$ cat src/inc/bbm_pkg.sv
/*
 * Constants for the processor bus break and overlay comparator:
 * the register map, control field positions, reset values and widths.
 * Assumes an APB master with a 12-bit byte address and 32-bit data.
 */
package bbm_pkg;

  // ==========================================================
  // widths
  localparam int ADDR_W = 12;
  localparam int DATA_W = 32;
  localparam int PHYS_W = 36;
  localparam int LOW_W = 24;
  localparam int HIGH_W = 4;
  localparam int EVT_W = 2;

  // ==========================================================
  // register byte offsets
  localparam logic [11:0] OFF_LOW_CMP = 12'h300;
  localparam logic [11:0] OFF_DATA_CMP = 12'h304;
  localparam logic [11:0] OFF_DMASK_UOAM = 12'h308;
  localparam logic [11:0] OFF_CTRL_MASK = 12'h30c;
  localparam logic [11:0] OFF_HIGH_CMP = 12'h310;
  localparam logic [11:0] OFF_HIGH_MASK = 12'h314;
  localparam logic [11:0] OFF_BRK_STAT = 12'h318;
  localparam logic [11:0] OFF_EVT_STAT = 12'h31c;
  localparam logic [11:0] OFF_EVT_CLR = 12'h320;
  localparam logic [11:0] OFF_EVT_EN = 12'h324;

  // ==========================================================
  // control register fields
  localparam int CTRL_BREAK_EN = 0;
  localparam int CTRL_OVERLAY_EN = 3;
  localparam int CTRL_UNC_LOAD_LO = 4;
  localparam int CTRL_UNC_STORE = 6;
  localparam int CTRL_CACHED_STORE = 7;
  localparam int CTRL_LAM_LO = 8;
  localparam int CTRL_LAM_HI = 31;
  localparam int UOAM_LO = 24;

  // read-only uncached load/fetch qualifier: loads and fetches are compared
  localparam logic [1:0] UNC_LOAD_FETCH_VAL = 2'h3;

  // break status register fields
  localparam int BSTAT_BREAK = 0;
  localparam int BSTAT_DEBUG_INTERRUPT_FLAG = 1;

  // event bits
  localparam int EVT_BREAK = 0;
  localparam int EVT_OVERLAY = 1;

  // ==========================================================
  // reset values
  localparam logic [31:0] RST_WORD = 32'h0000_0000;
  localparam logic [7:0] RST_CTRL_LOW = 8'h00;
  localparam logic [23:0] RST_LAM = 24'h00_0000;
  localparam logic [3:0] RST_HIGH = 4'h0;
  localparam logic [1:0] RST_EVT = 2'h0;

endpackage : bbm_pkg

$ cat src/rtl/bbm_masked_eq.sv
/*
 * Masked equality compare: a mask bit of one drops that bit from the
 * compare; every remaining bit must be equal.
 * Assumes all inputs come from the same clock domain.
 */
module bbm_masked_eq #(
  parameter int W = 32
) (
  // operands
  input wire logic [W-1:0] value_a,
  input wire logic [W-1:0] value_b,
  input wire logic [W-1:0] mask,
  // result
  output logic equal
);

  logic [W-1:0] bit_ok;

  // ==========================================================
  // per-bit compare
  genvar i;
  generate
    for (i = 0; i < W; i++) begin : g_bit
      assign bit_ok[i] = mask[i] | (value_a[i] == value_b[i]);
    end
  endgenerate

  assign equal = &bit_ok;

endmodule : bbm_masked_eq

$ cat src/rtl/bbm_break_match.sv
/*
 * Processor bus break and overlay comparator with its APB register file.
 * Watches the core's physical address and data bus; on a break match it
 * flags status and requests a debug exception, on an overlay match it
 * redirects the request to the debug probe.
 * Assumes the core bus and the debug mode level are on ref_clk.
 */
// How it works
// - control bits 31:8 mask the low 24 address bits; one excludes.
// - control bit 7 enables compares on stores to cached memory.
// - control bit 6 enables compares on stores to uncached memory.
// - bits 5:4 read 11: uncached loads and fetches are compared.
// - overlay enable bit 3 redirects full 36-bit masked matches; resets 0.
// - break enable raises debug exception on masked address and data match.
// - a break match sets break status and the debug interrupt bit.
// - break exception is held off while debug mode is one.
// - control bit 0 enables breaking and resets to zero.
// - control bits 2 and 1 read zero and ignore writes.
// - high compare holds four bits; bits 31:4 read zero.
// - data mask ones exclude data bits from the break compare.
// - with overlay, upper mask supplies address mask bits 31:24.
// - four-bit high mask excludes upper physical address bits.
// - break exceptions are imprecise, raised two cycles after the match.
module bbm_break_match (
  // clock and reset
  input wire logic ref_clk,
  input wire logic sys_rst,
  // apb slave
  input wire logic psel,
  input wire logic penable,
  input wire logic pwrite,
  input wire logic [11:0] paddr,
  input wire logic [31:0] pwdata,
  output logic [31:0] prdata,
  output logic pready,
  output logic pslverr,
  // processor bus
  input wire logic bus_valid,
  input wire logic bus_store,
  input wire logic bus_cached,
  input wire logic [35:0] bus_addr,
  input wire logic [31:0] bus_data,
  input wire logic debug_mode_indicator,
  // debug side
  output logic overlay_redirect,
  output logic debug_exception,
  output logic debug_interrupt_flag,
  output logic irq
);

  // ==========================================================
  // register state
  logic [31:0] low_cmp_reg, low_cmp_next;
  logic [31:0] data_cmp_reg, data_cmp_next;
  logic [31:0] dmask_reg, dmask_next;
  logic [23:0] lam_reg, lam_next;
  logic cached_en_reg, cached_en_next;
  logic uncached_en_reg, uncached_en_next;
  logic overlay_en_reg, overlay_en_next;
  logic break_en_reg, break_en_next;
  logic [3:0] high_cmp_reg, high_cmp_next;
  logic [3:0] high_mask_reg, high_mask_next;
  logic brk_stat_reg, brk_stat_next;
  logic debug_interrupt_flag_reg, debug_interrupt_flag_next;
  logic [1:0] evt_stat_reg, evt_stat_next;
  logic [1:0] evt_en_reg, evt_en_next;
  logic pend_reg, pend_next;
  logic exc_reg, exc_next;
  logic [31:0] rdata_reg, rdata_next;

  logic setup, wr_en;
  logic mapped;
  logic [31:0] ctrl_word;
  logic [31:0] rd_mux;

  // ==========================================================
  // compare path
  logic qualified;
  logic [35:0] brk_mask, ovl_mask, cmp_addr;
  logic brk_addr_eq, ovl_addr_eq, data_eq;
  logic break_hit, overlay_hit;

  // uncached load/fetch qualifier is fixed, both bits must be set
  logic unc_load_on;
  assign unc_load_on = &bbm_pkg::UNC_LOAD_FETCH_VAL;

  always_comb begin
    // store and load/fetch qualifiers; cached loads are never compared
    qualified = bus_valid & (
      (bus_store & bus_cached & cached_en_reg) |
      (bus_store & ~bus_cached & uncached_en_reg) |
      (~bus_store & ~bus_cached & unc_load_on));
  end

  assign cmp_addr = {high_cmp_reg, low_cmp_reg};
  // break mask keeps address bits 31:24 compared
  assign brk_mask = {high_mask_reg, 8'h00, lam_reg};
  assign ovl_mask = {high_mask_reg, dmask_reg[31:bbm_pkg::UOAM_LO], lam_reg};

  bbm_masked_eq #(
    .W(bbm_pkg::PHYS_W)
  ) u_brk_addr (
    .value_a(bus_addr),
    .value_b(cmp_addr),
    .mask(brk_mask),
    .equal(brk_addr_eq)
  );

  bbm_masked_eq #(
    .W(bbm_pkg::PHYS_W)
  ) u_ovl_addr (
    .value_a(bus_addr),
    .value_b(cmp_addr),
    .mask(ovl_mask),
    .equal(ovl_addr_eq)
  );

  bbm_masked_eq #(
    .W(bbm_pkg::DATA_W)
  ) u_data (
    .value_a(bus_data),
    .value_b(data_cmp_reg),
    .mask(dmask_reg),
    .equal(data_eq)
  );

  // break and overlay share the compare registers; both enables set is undefined
  assign break_hit = break_en_reg & qualified & brk_addr_eq & data_eq;
  assign overlay_hit = overlay_en_reg & qualified & ovl_addr_eq;
  // redirect must act in the same cycle as the request, so it is combinational
  assign overlay_redirect = overlay_hit;

  // ==========================================================
  // apb decode
  assign setup = psel & ~penable;
  assign wr_en = psel & penable & pwrite & mapped;
  assign pready = 1'b1;
  assign pslverr = psel & penable & ~mapped;

  always_comb begin
    unique case (paddr)
      bbm_pkg::OFF_LOW_CMP, bbm_pkg::OFF_DATA_CMP, bbm_pkg::OFF_DMASK_UOAM,
      bbm_pkg::OFF_CTRL_MASK, bbm_pkg::OFF_HIGH_CMP, bbm_pkg::OFF_HIGH_MASK,
      bbm_pkg::OFF_BRK_STAT, bbm_pkg::OFF_EVT_STAT, bbm_pkg::OFF_EVT_CLR,
      bbm_pkg::OFF_EVT_EN: mapped = 1'b1;
      default: mapped = 1'b0;
    endcase
  end

  // bits 2 and 1 are not stored and read as zero
  assign ctrl_word = {lam_reg, cached_en_reg, uncached_en_reg, bbm_pkg::UNC_LOAD_FETCH_VAL,
                      overlay_en_reg, 2'h0, break_en_reg};

  always_comb begin
    rd_mux = bbm_pkg::RST_WORD;
    unique case (paddr)
      bbm_pkg::OFF_LOW_CMP: rd_mux = low_cmp_reg;
      bbm_pkg::OFF_DATA_CMP: rd_mux = data_cmp_reg;
      bbm_pkg::OFF_DMASK_UOAM: rd_mux = dmask_reg;
      bbm_pkg::OFF_CTRL_MASK: rd_mux = ctrl_word;
      bbm_pkg::OFF_HIGH_CMP: rd_mux = {28'h000_0000, high_cmp_reg};
      bbm_pkg::OFF_HIGH_MASK: rd_mux = {28'h000_0000, high_mask_reg};
      bbm_pkg::OFF_BRK_STAT: rd_mux = {30'h0000_0000, debug_interrupt_flag_reg, brk_stat_reg};
      bbm_pkg::OFF_EVT_STAT: rd_mux = {30'h0000_0000, evt_stat_reg};
      bbm_pkg::OFF_EVT_EN: rd_mux = {30'h0000_0000, evt_en_reg};
      default: rd_mux = bbm_pkg::RST_WORD;
    endcase
  end

  // ==========================================================
  // next state
  always_comb begin
    low_cmp_next = low_cmp_reg;
    data_cmp_next = data_cmp_reg;
    dmask_next = dmask_reg;
    lam_next = lam_reg;
    cached_en_next = cached_en_reg;
    uncached_en_next = uncached_en_reg;
    overlay_en_next = overlay_en_reg;
    break_en_next = break_en_reg;
    high_cmp_next = high_cmp_reg;
    high_mask_next = high_mask_reg;
    brk_stat_next = brk_stat_reg;
    debug_interrupt_flag_next = debug_interrupt_flag_reg;
    evt_stat_next = evt_stat_reg;
    evt_en_next = evt_en_reg;
    rdata_next = setup ? rd_mux : rdata_reg;
    if (wr_en) begin
      unique case (paddr)
        bbm_pkg::OFF_LOW_CMP: low_cmp_next = pwdata;
        bbm_pkg::OFF_DATA_CMP: data_cmp_next = pwdata;
        bbm_pkg::OFF_DMASK_UOAM: dmask_next = pwdata;
        bbm_pkg::OFF_CTRL_MASK: begin
          lam_next = pwdata[bbm_pkg::CTRL_LAM_HI:bbm_pkg::CTRL_LAM_LO];
          cached_en_next = pwdata[bbm_pkg::CTRL_CACHED_STORE];
          uncached_en_next = pwdata[bbm_pkg::CTRL_UNC_STORE];
          overlay_en_next = pwdata[bbm_pkg::CTRL_OVERLAY_EN];
          break_en_next = pwdata[bbm_pkg::CTRL_BREAK_EN];
        end
        bbm_pkg::OFF_HIGH_CMP: high_cmp_next = pwdata[3:0];
        bbm_pkg::OFF_HIGH_MASK: high_mask_next = pwdata[3:0];
        bbm_pkg::OFF_BRK_STAT: begin
          // writing zero clears a flag, writing one leaves it
          brk_stat_next = brk_stat_reg & pwdata[bbm_pkg::BSTAT_BREAK];
          debug_interrupt_flag_next = debug_interrupt_flag_reg & pwdata[bbm_pkg::BSTAT_DEBUG_INTERRUPT_FLAG];
        end
        bbm_pkg::OFF_EVT_CLR: evt_stat_next = evt_stat_reg & ~pwdata[1:0];
        bbm_pkg::OFF_EVT_EN: evt_en_next = pwdata[1:0];
        default: ;
      endcase
    end
    // hardware sets after the software clear so a same-cycle event wins
    if (break_hit) begin
      brk_stat_next = 1'b1;
      debug_interrupt_flag_next = 1'b1;
      evt_stat_next[bbm_pkg::EVT_BREAK] = 1'b1;
    end
    if (overlay_hit) begin
      evt_stat_next[bbm_pkg::EVT_OVERLAY] = 1'b1;
    end
  end

  // exception request waits for the handler to leave debug mode
  always_comb begin
    exc_next = pend_reg & ~debug_mode_indicator;
    pend_next = break_hit | (pend_reg & ~exc_next);
  end

  // ==========================================================
  // registers
  always_ff @(posedge ref_clk) begin
    if (sys_rst) begin
      low_cmp_reg <= bbm_pkg::RST_WORD;
      data_cmp_reg <= bbm_pkg::RST_WORD;
      dmask_reg <= bbm_pkg::RST_WORD;
      lam_reg <= bbm_pkg::RST_LAM;
      cached_en_reg <= 1'b0;
      uncached_en_reg <= 1'b0;
      overlay_en_reg <= 1'b0;
      break_en_reg <= 1'b0;
      high_cmp_reg <= bbm_pkg::RST_HIGH;
      high_mask_reg <= bbm_pkg::RST_HIGH;
      brk_stat_reg <= 1'b0;
      debug_interrupt_flag_reg <= 1'b0;
      evt_stat_reg <= bbm_pkg::RST_EVT;
      evt_en_reg <= bbm_pkg::RST_EVT;
      pend_reg <= 1'b0;
      exc_reg <= 1'b0;
      rdata_reg <= bbm_pkg::RST_WORD;
    end else begin
      low_cmp_reg <= low_cmp_next;
      data_cmp_reg <= data_cmp_next;
      dmask_reg <= dmask_next;
      lam_reg <= lam_next;
      cached_en_reg <= cached_en_next;
      uncached_en_reg <= uncached_en_next;
      overlay_en_reg <= overlay_en_next;
      break_en_reg <= break_en_next;
      high_cmp_reg <= high_cmp_next;
      high_mask_reg <= high_mask_next;
      brk_stat_reg <= brk_stat_next;
      debug_interrupt_flag_reg <= debug_interrupt_flag_next;
      evt_stat_reg <= evt_stat_next;
      evt_en_reg <= evt_en_next;
      pend_reg <= pend_next;
      exc_reg <= exc_next;
      rdata_reg <= rdata_next;
    end
  end

  assign prdata = rdata_reg;
  assign debug_exception = exc_reg;
  assign debug_interrupt_flag = debug_interrupt_flag_reg;
  assign irq = |(evt_stat_reg & evt_en_reg);
endmodule : bbm_break_match

$ cat config.mk
export PLATFORM = sky130hd
export DESIGN_NAME = bbm_break_match
export DESIGN_NICKNAME = d
export VERILOG_FILES = /design/src/inc/bbm_pkg.sv /design/src/rtl/bbm_masked_eq.sv /design/src/rtl/bbm_break_match.sv
export SDC_FILE = /design/constraint.sdc
export NUM_CORES = 1
export LEC_CHECK = 0
export ABC_AREA = 0
export ABC_CLOCK_PERIOD_IN_PS = 2600
export BUFFER_PORTS_ARGS = -buffer_cell sky130_fd_sc_hd__buf_2
export CAP_MARGIN = 15
export CORE_UTILIZATION = 30
export DETAILED_ROUTE_END_ITERATION = 7
export HOLD_SLACK_MARGIN = 0.12
export PLACE_DENSITY = 0.51
export SYNTH_ARGS = -nofsm -noshare
export SYNTH_HDL_FRONTEND = slang
export SYNTH_SLANG_ARGS = --single-unit
$ cat constraint.sdc
create_clock -name ref_clk -period 2.6 [get_ports ref_clk]
set_input_delay 0.39 -clock ref_clk [delete_from_list [all_inputs] [get_ports ref_clk]]
set_output_delay 0.39 -clock ref_clk [all_outputs]
set_load 0.05 [all_outputs]
==> key figures <==
Timing
  – Count of pins over their slew limit: 0
  – Final worst-path setup slack: 0.111 ns
  – Final hold slack: 0.136 ns
  – TNS Setup: 0 ns
  – Fin Clk Skew: 0.00777 ns
  – Final Hold Violating Endpoints: 0
  – Final worst path period need: 2.49 ns
  – Final setup vio count: 0
  – Relative slew slack: 47.0%
  – Ratio of final minimum period to clock period: 95.7%
  – Max Fclk: 0.402 GHz
  – Slew at the pin closest to its max-slew limit: 0.795 ns

Drt
  – Count of nets left with antenna violations after detail routing: 0
  – Via/cell ratio: 5.16
  – DRC violations left: 0
  – Total number of vias: 7,494
  – Routed WL: 29,200 µm
  – DR pass1 iterations: 5
  – Violation count after the first detailed-routing iteration: 715
  – Wirelength per Cell: 20.1 µm

Synthesis
  – Most area-hungry cell type in the Yosys netlist: dfxtp_1
  – Nets in the synthesized netlist: 1,088
  – Post-synthesis instance area: 7780 µm²
  – Mapped Cells: 967
  – Yosys synthesis warning count: 0
  – Prevailing post-synth register cell: dfxtp_1
  – Synthesized area divided by synthesized cell count: 8.04 µm²
  – Sequential cell area fraction in the yosys report: 44.3%
  – Fraction of post-synthesis cell area in the top cell type by area: 44.3%
  – Number of enable flip-flop cells after synthesis: 0
  – Cell variety after synth: 51
  – List of most frequent post-synthesis cells: 296 x nand2_1, 172 x dfxtp_1, 128 x a21oi_1
  – Most instantiated library cell after synthesis: nand2_1
  – Top cells by area, synth: dfxtp_1 44%, nand2_1 14%, a21oi_1 8.2%
  – Post-synthesis async set-or-reset flop share: 0%
  – #FFs+latches synth: 172

GRT
  – Largest net degree at the start of global routing: 139
  – First-pass GRT wire length: 43,100 µm
  – Number of global-route vias before repair: 7,006
  – GR Overflow Total: 0
  – Initial antenna violation count: 1
  – Global routing usage summed across all routing layers: 22.0%

Setup path
  – Setup slack, reg-to-reg: 0.67 ns
  – Type of the worst setup path: register to output pin
  – Data required, critical path: 2.21 ns
  – Max FO, Critical Path: 3
  – Crit. End Element: output pin
  – Sort of element at the start of the critical path: register
  – Arrival time at the worst endpoint: 2.10 ns
  – Number of cell instances on the worst register-to-register path: 7
  – Worst r2r dst: evt_stat_reg[0]
  – Beginning of the worst register-to-register path: data_cmp_reg[26]

Pwr
  – Power Density: 573 nW/µm²
  – Pwr Total: 5.64 mW
  – Max VDD drop: 0.353 mV
  – Leak: 3.41 nW

Placed design
  – Setup slack at placement: 0.137 ns
  – Total instance count after detailed placement: 1,421
  – RePlAce Congestion: 0.875
  – Instance area at placement: 9050 µm²
  – Number of buffers inserted by port buffering: 157
  – Estimated wirelength of the detail-placed design: 21,000 µm

Worst hold path
  – Terminating pin of the worst hold path: debug_exception
  – Hold Path Depth: 2
  – Launch point of the worst hold path: debug_mode_indicator
  – Worst min-delay path class: input pin to register

Clock network
  – Total of hold buffers inserted after clock tree synthesis: 0
  – TritonCTS clock tree: built
  – H-tree levels: 4
  – Worst-Skew Late Latency: 0.43 ns
  – Root Driver: clkbuf_16
  – Number of buffers created by CTS: 17
  – Maximum clock path buffer count: 2
  – Total clock sinks: 172
  – Clock-pin slew on the worst setup and hold paths: 0.07 ns

Cells and area
  – Post-route standard cell area excluding fillers: 9830 µm²
  – Diode insertion count for antenna repair: 0
  – Number of nets in the final layout: 1,231
  – Area growth, synth to finish: 26.4%
  – Proportion of layout cells with a drive suffix above 1: 24.0%
  – Final core area utilization: 38.8%
  – Final cell count without fillers: 1,451

Floorplanning
  – Chip width: 163 µm
  – Placement Rows: 58
  – Die Outline Area: 26,600 µm²
  – Core Region: 25,300 µm²
  – Boundary Pins: 159
  – Die height: 163 µm
  – Initial core utilization: 30.7%

Outcome
  – Status: complete, no violations

Flow run
  – Number of max-cap violations: 0
==> power breakdown <==
group	total, mW	switching [mW]	internal [mW]
logic	0.371	0.231	0.140
registers	2.63	0.000000224	2.63
clock network	2.63	1.07	1.56
total	5.64	1.30	4.34
==> per-layer routing <==
metal,track usage [%],vias up,share of wire [%]
li1,-,3654,-
met1,30.3,3542,45
met2,35.0,265,47
met3,3.71,31,5.9
met4,6.41,2,1.9
met5,0,-,0.058
==> critical path: stages (launching register included) <==
cell and delay (ns):
dfxtp_1 0.33, xnor2_1 0.26, o22ai_2 0.14, nor4_2 0.24, o2111ai_2 0.18, nor3_2 0.21, buf_4 0.16, buf_8 0.14
==> area by class of cell <==
type / instances / area, µm²
clock buffer: 21 / 460
clock inverter: 9 / 138
fill: 2641 / 15500
inverter: 1 / 3.75
multi-input combinational: 729 / 4240
sequential: 172 / 3450
tap: 330 / 413
timing repair buffer: 189 / 1130
==> cells by family after synthesis <==
family                    share of synthesized area [%]
AOI/OAI and AO/OA                                  21.8
and+or+nand+nor                                    20.5
other                                            0.0482
DFF                                                44.3
buffers and inverters                              3.67
muxes                                              2.12
xor gates and xnor gates                           7.66
==> how the worst max path moves through the flow <==
stage / cells after the start / slack (ns) / to / startpoint
floorplan: 5 / 0.03 / overlay_redirect / bus_addr[23]
global placement: 8 / 0.12 / overlay_redirect / bus_addr[7]
detailed placement: 8 / 0.14 / overlay_redirect / bus_addr[7]
CTS: 7 / 0.001 / overlay_redirect / low_cmp_reg[17]
global route: 7 / -0.003 / overlay_redirect / low_cmp_reg[16]
finish: 7 / 0.11 / overlay_redirect / low_cmp_reg[16]
==> timing repair <==
action,4_1_cts,5_1_grt
pin swaps,3,14
setup buffers,0,0
endpoints found under the setup margin,1,1
hold endpoints to repair,0,0
gates resized for setup,15,18
==> layout by cell type, fill, tap and decap left out, types with 17 or more instances in the layout <==
| cell type | n |
|---|---|
| clkbuf_16 | 17 |
| xnor2_1 | 54 |
| a21oi_1 | 128 |
| buf_4 | 26 |
| buf_2 | 155 |
| nand2_1 | 296 |
| a221oi_1 | 30 |
| o21ai_1 | 28 |
| o22ai_1 | 28 |
| nor2_1 | 25 |
| dfxtp_1 | 165 |
| a22o_1 | 29 |
No activity file was read; power rests on OpenSTA's default activity.
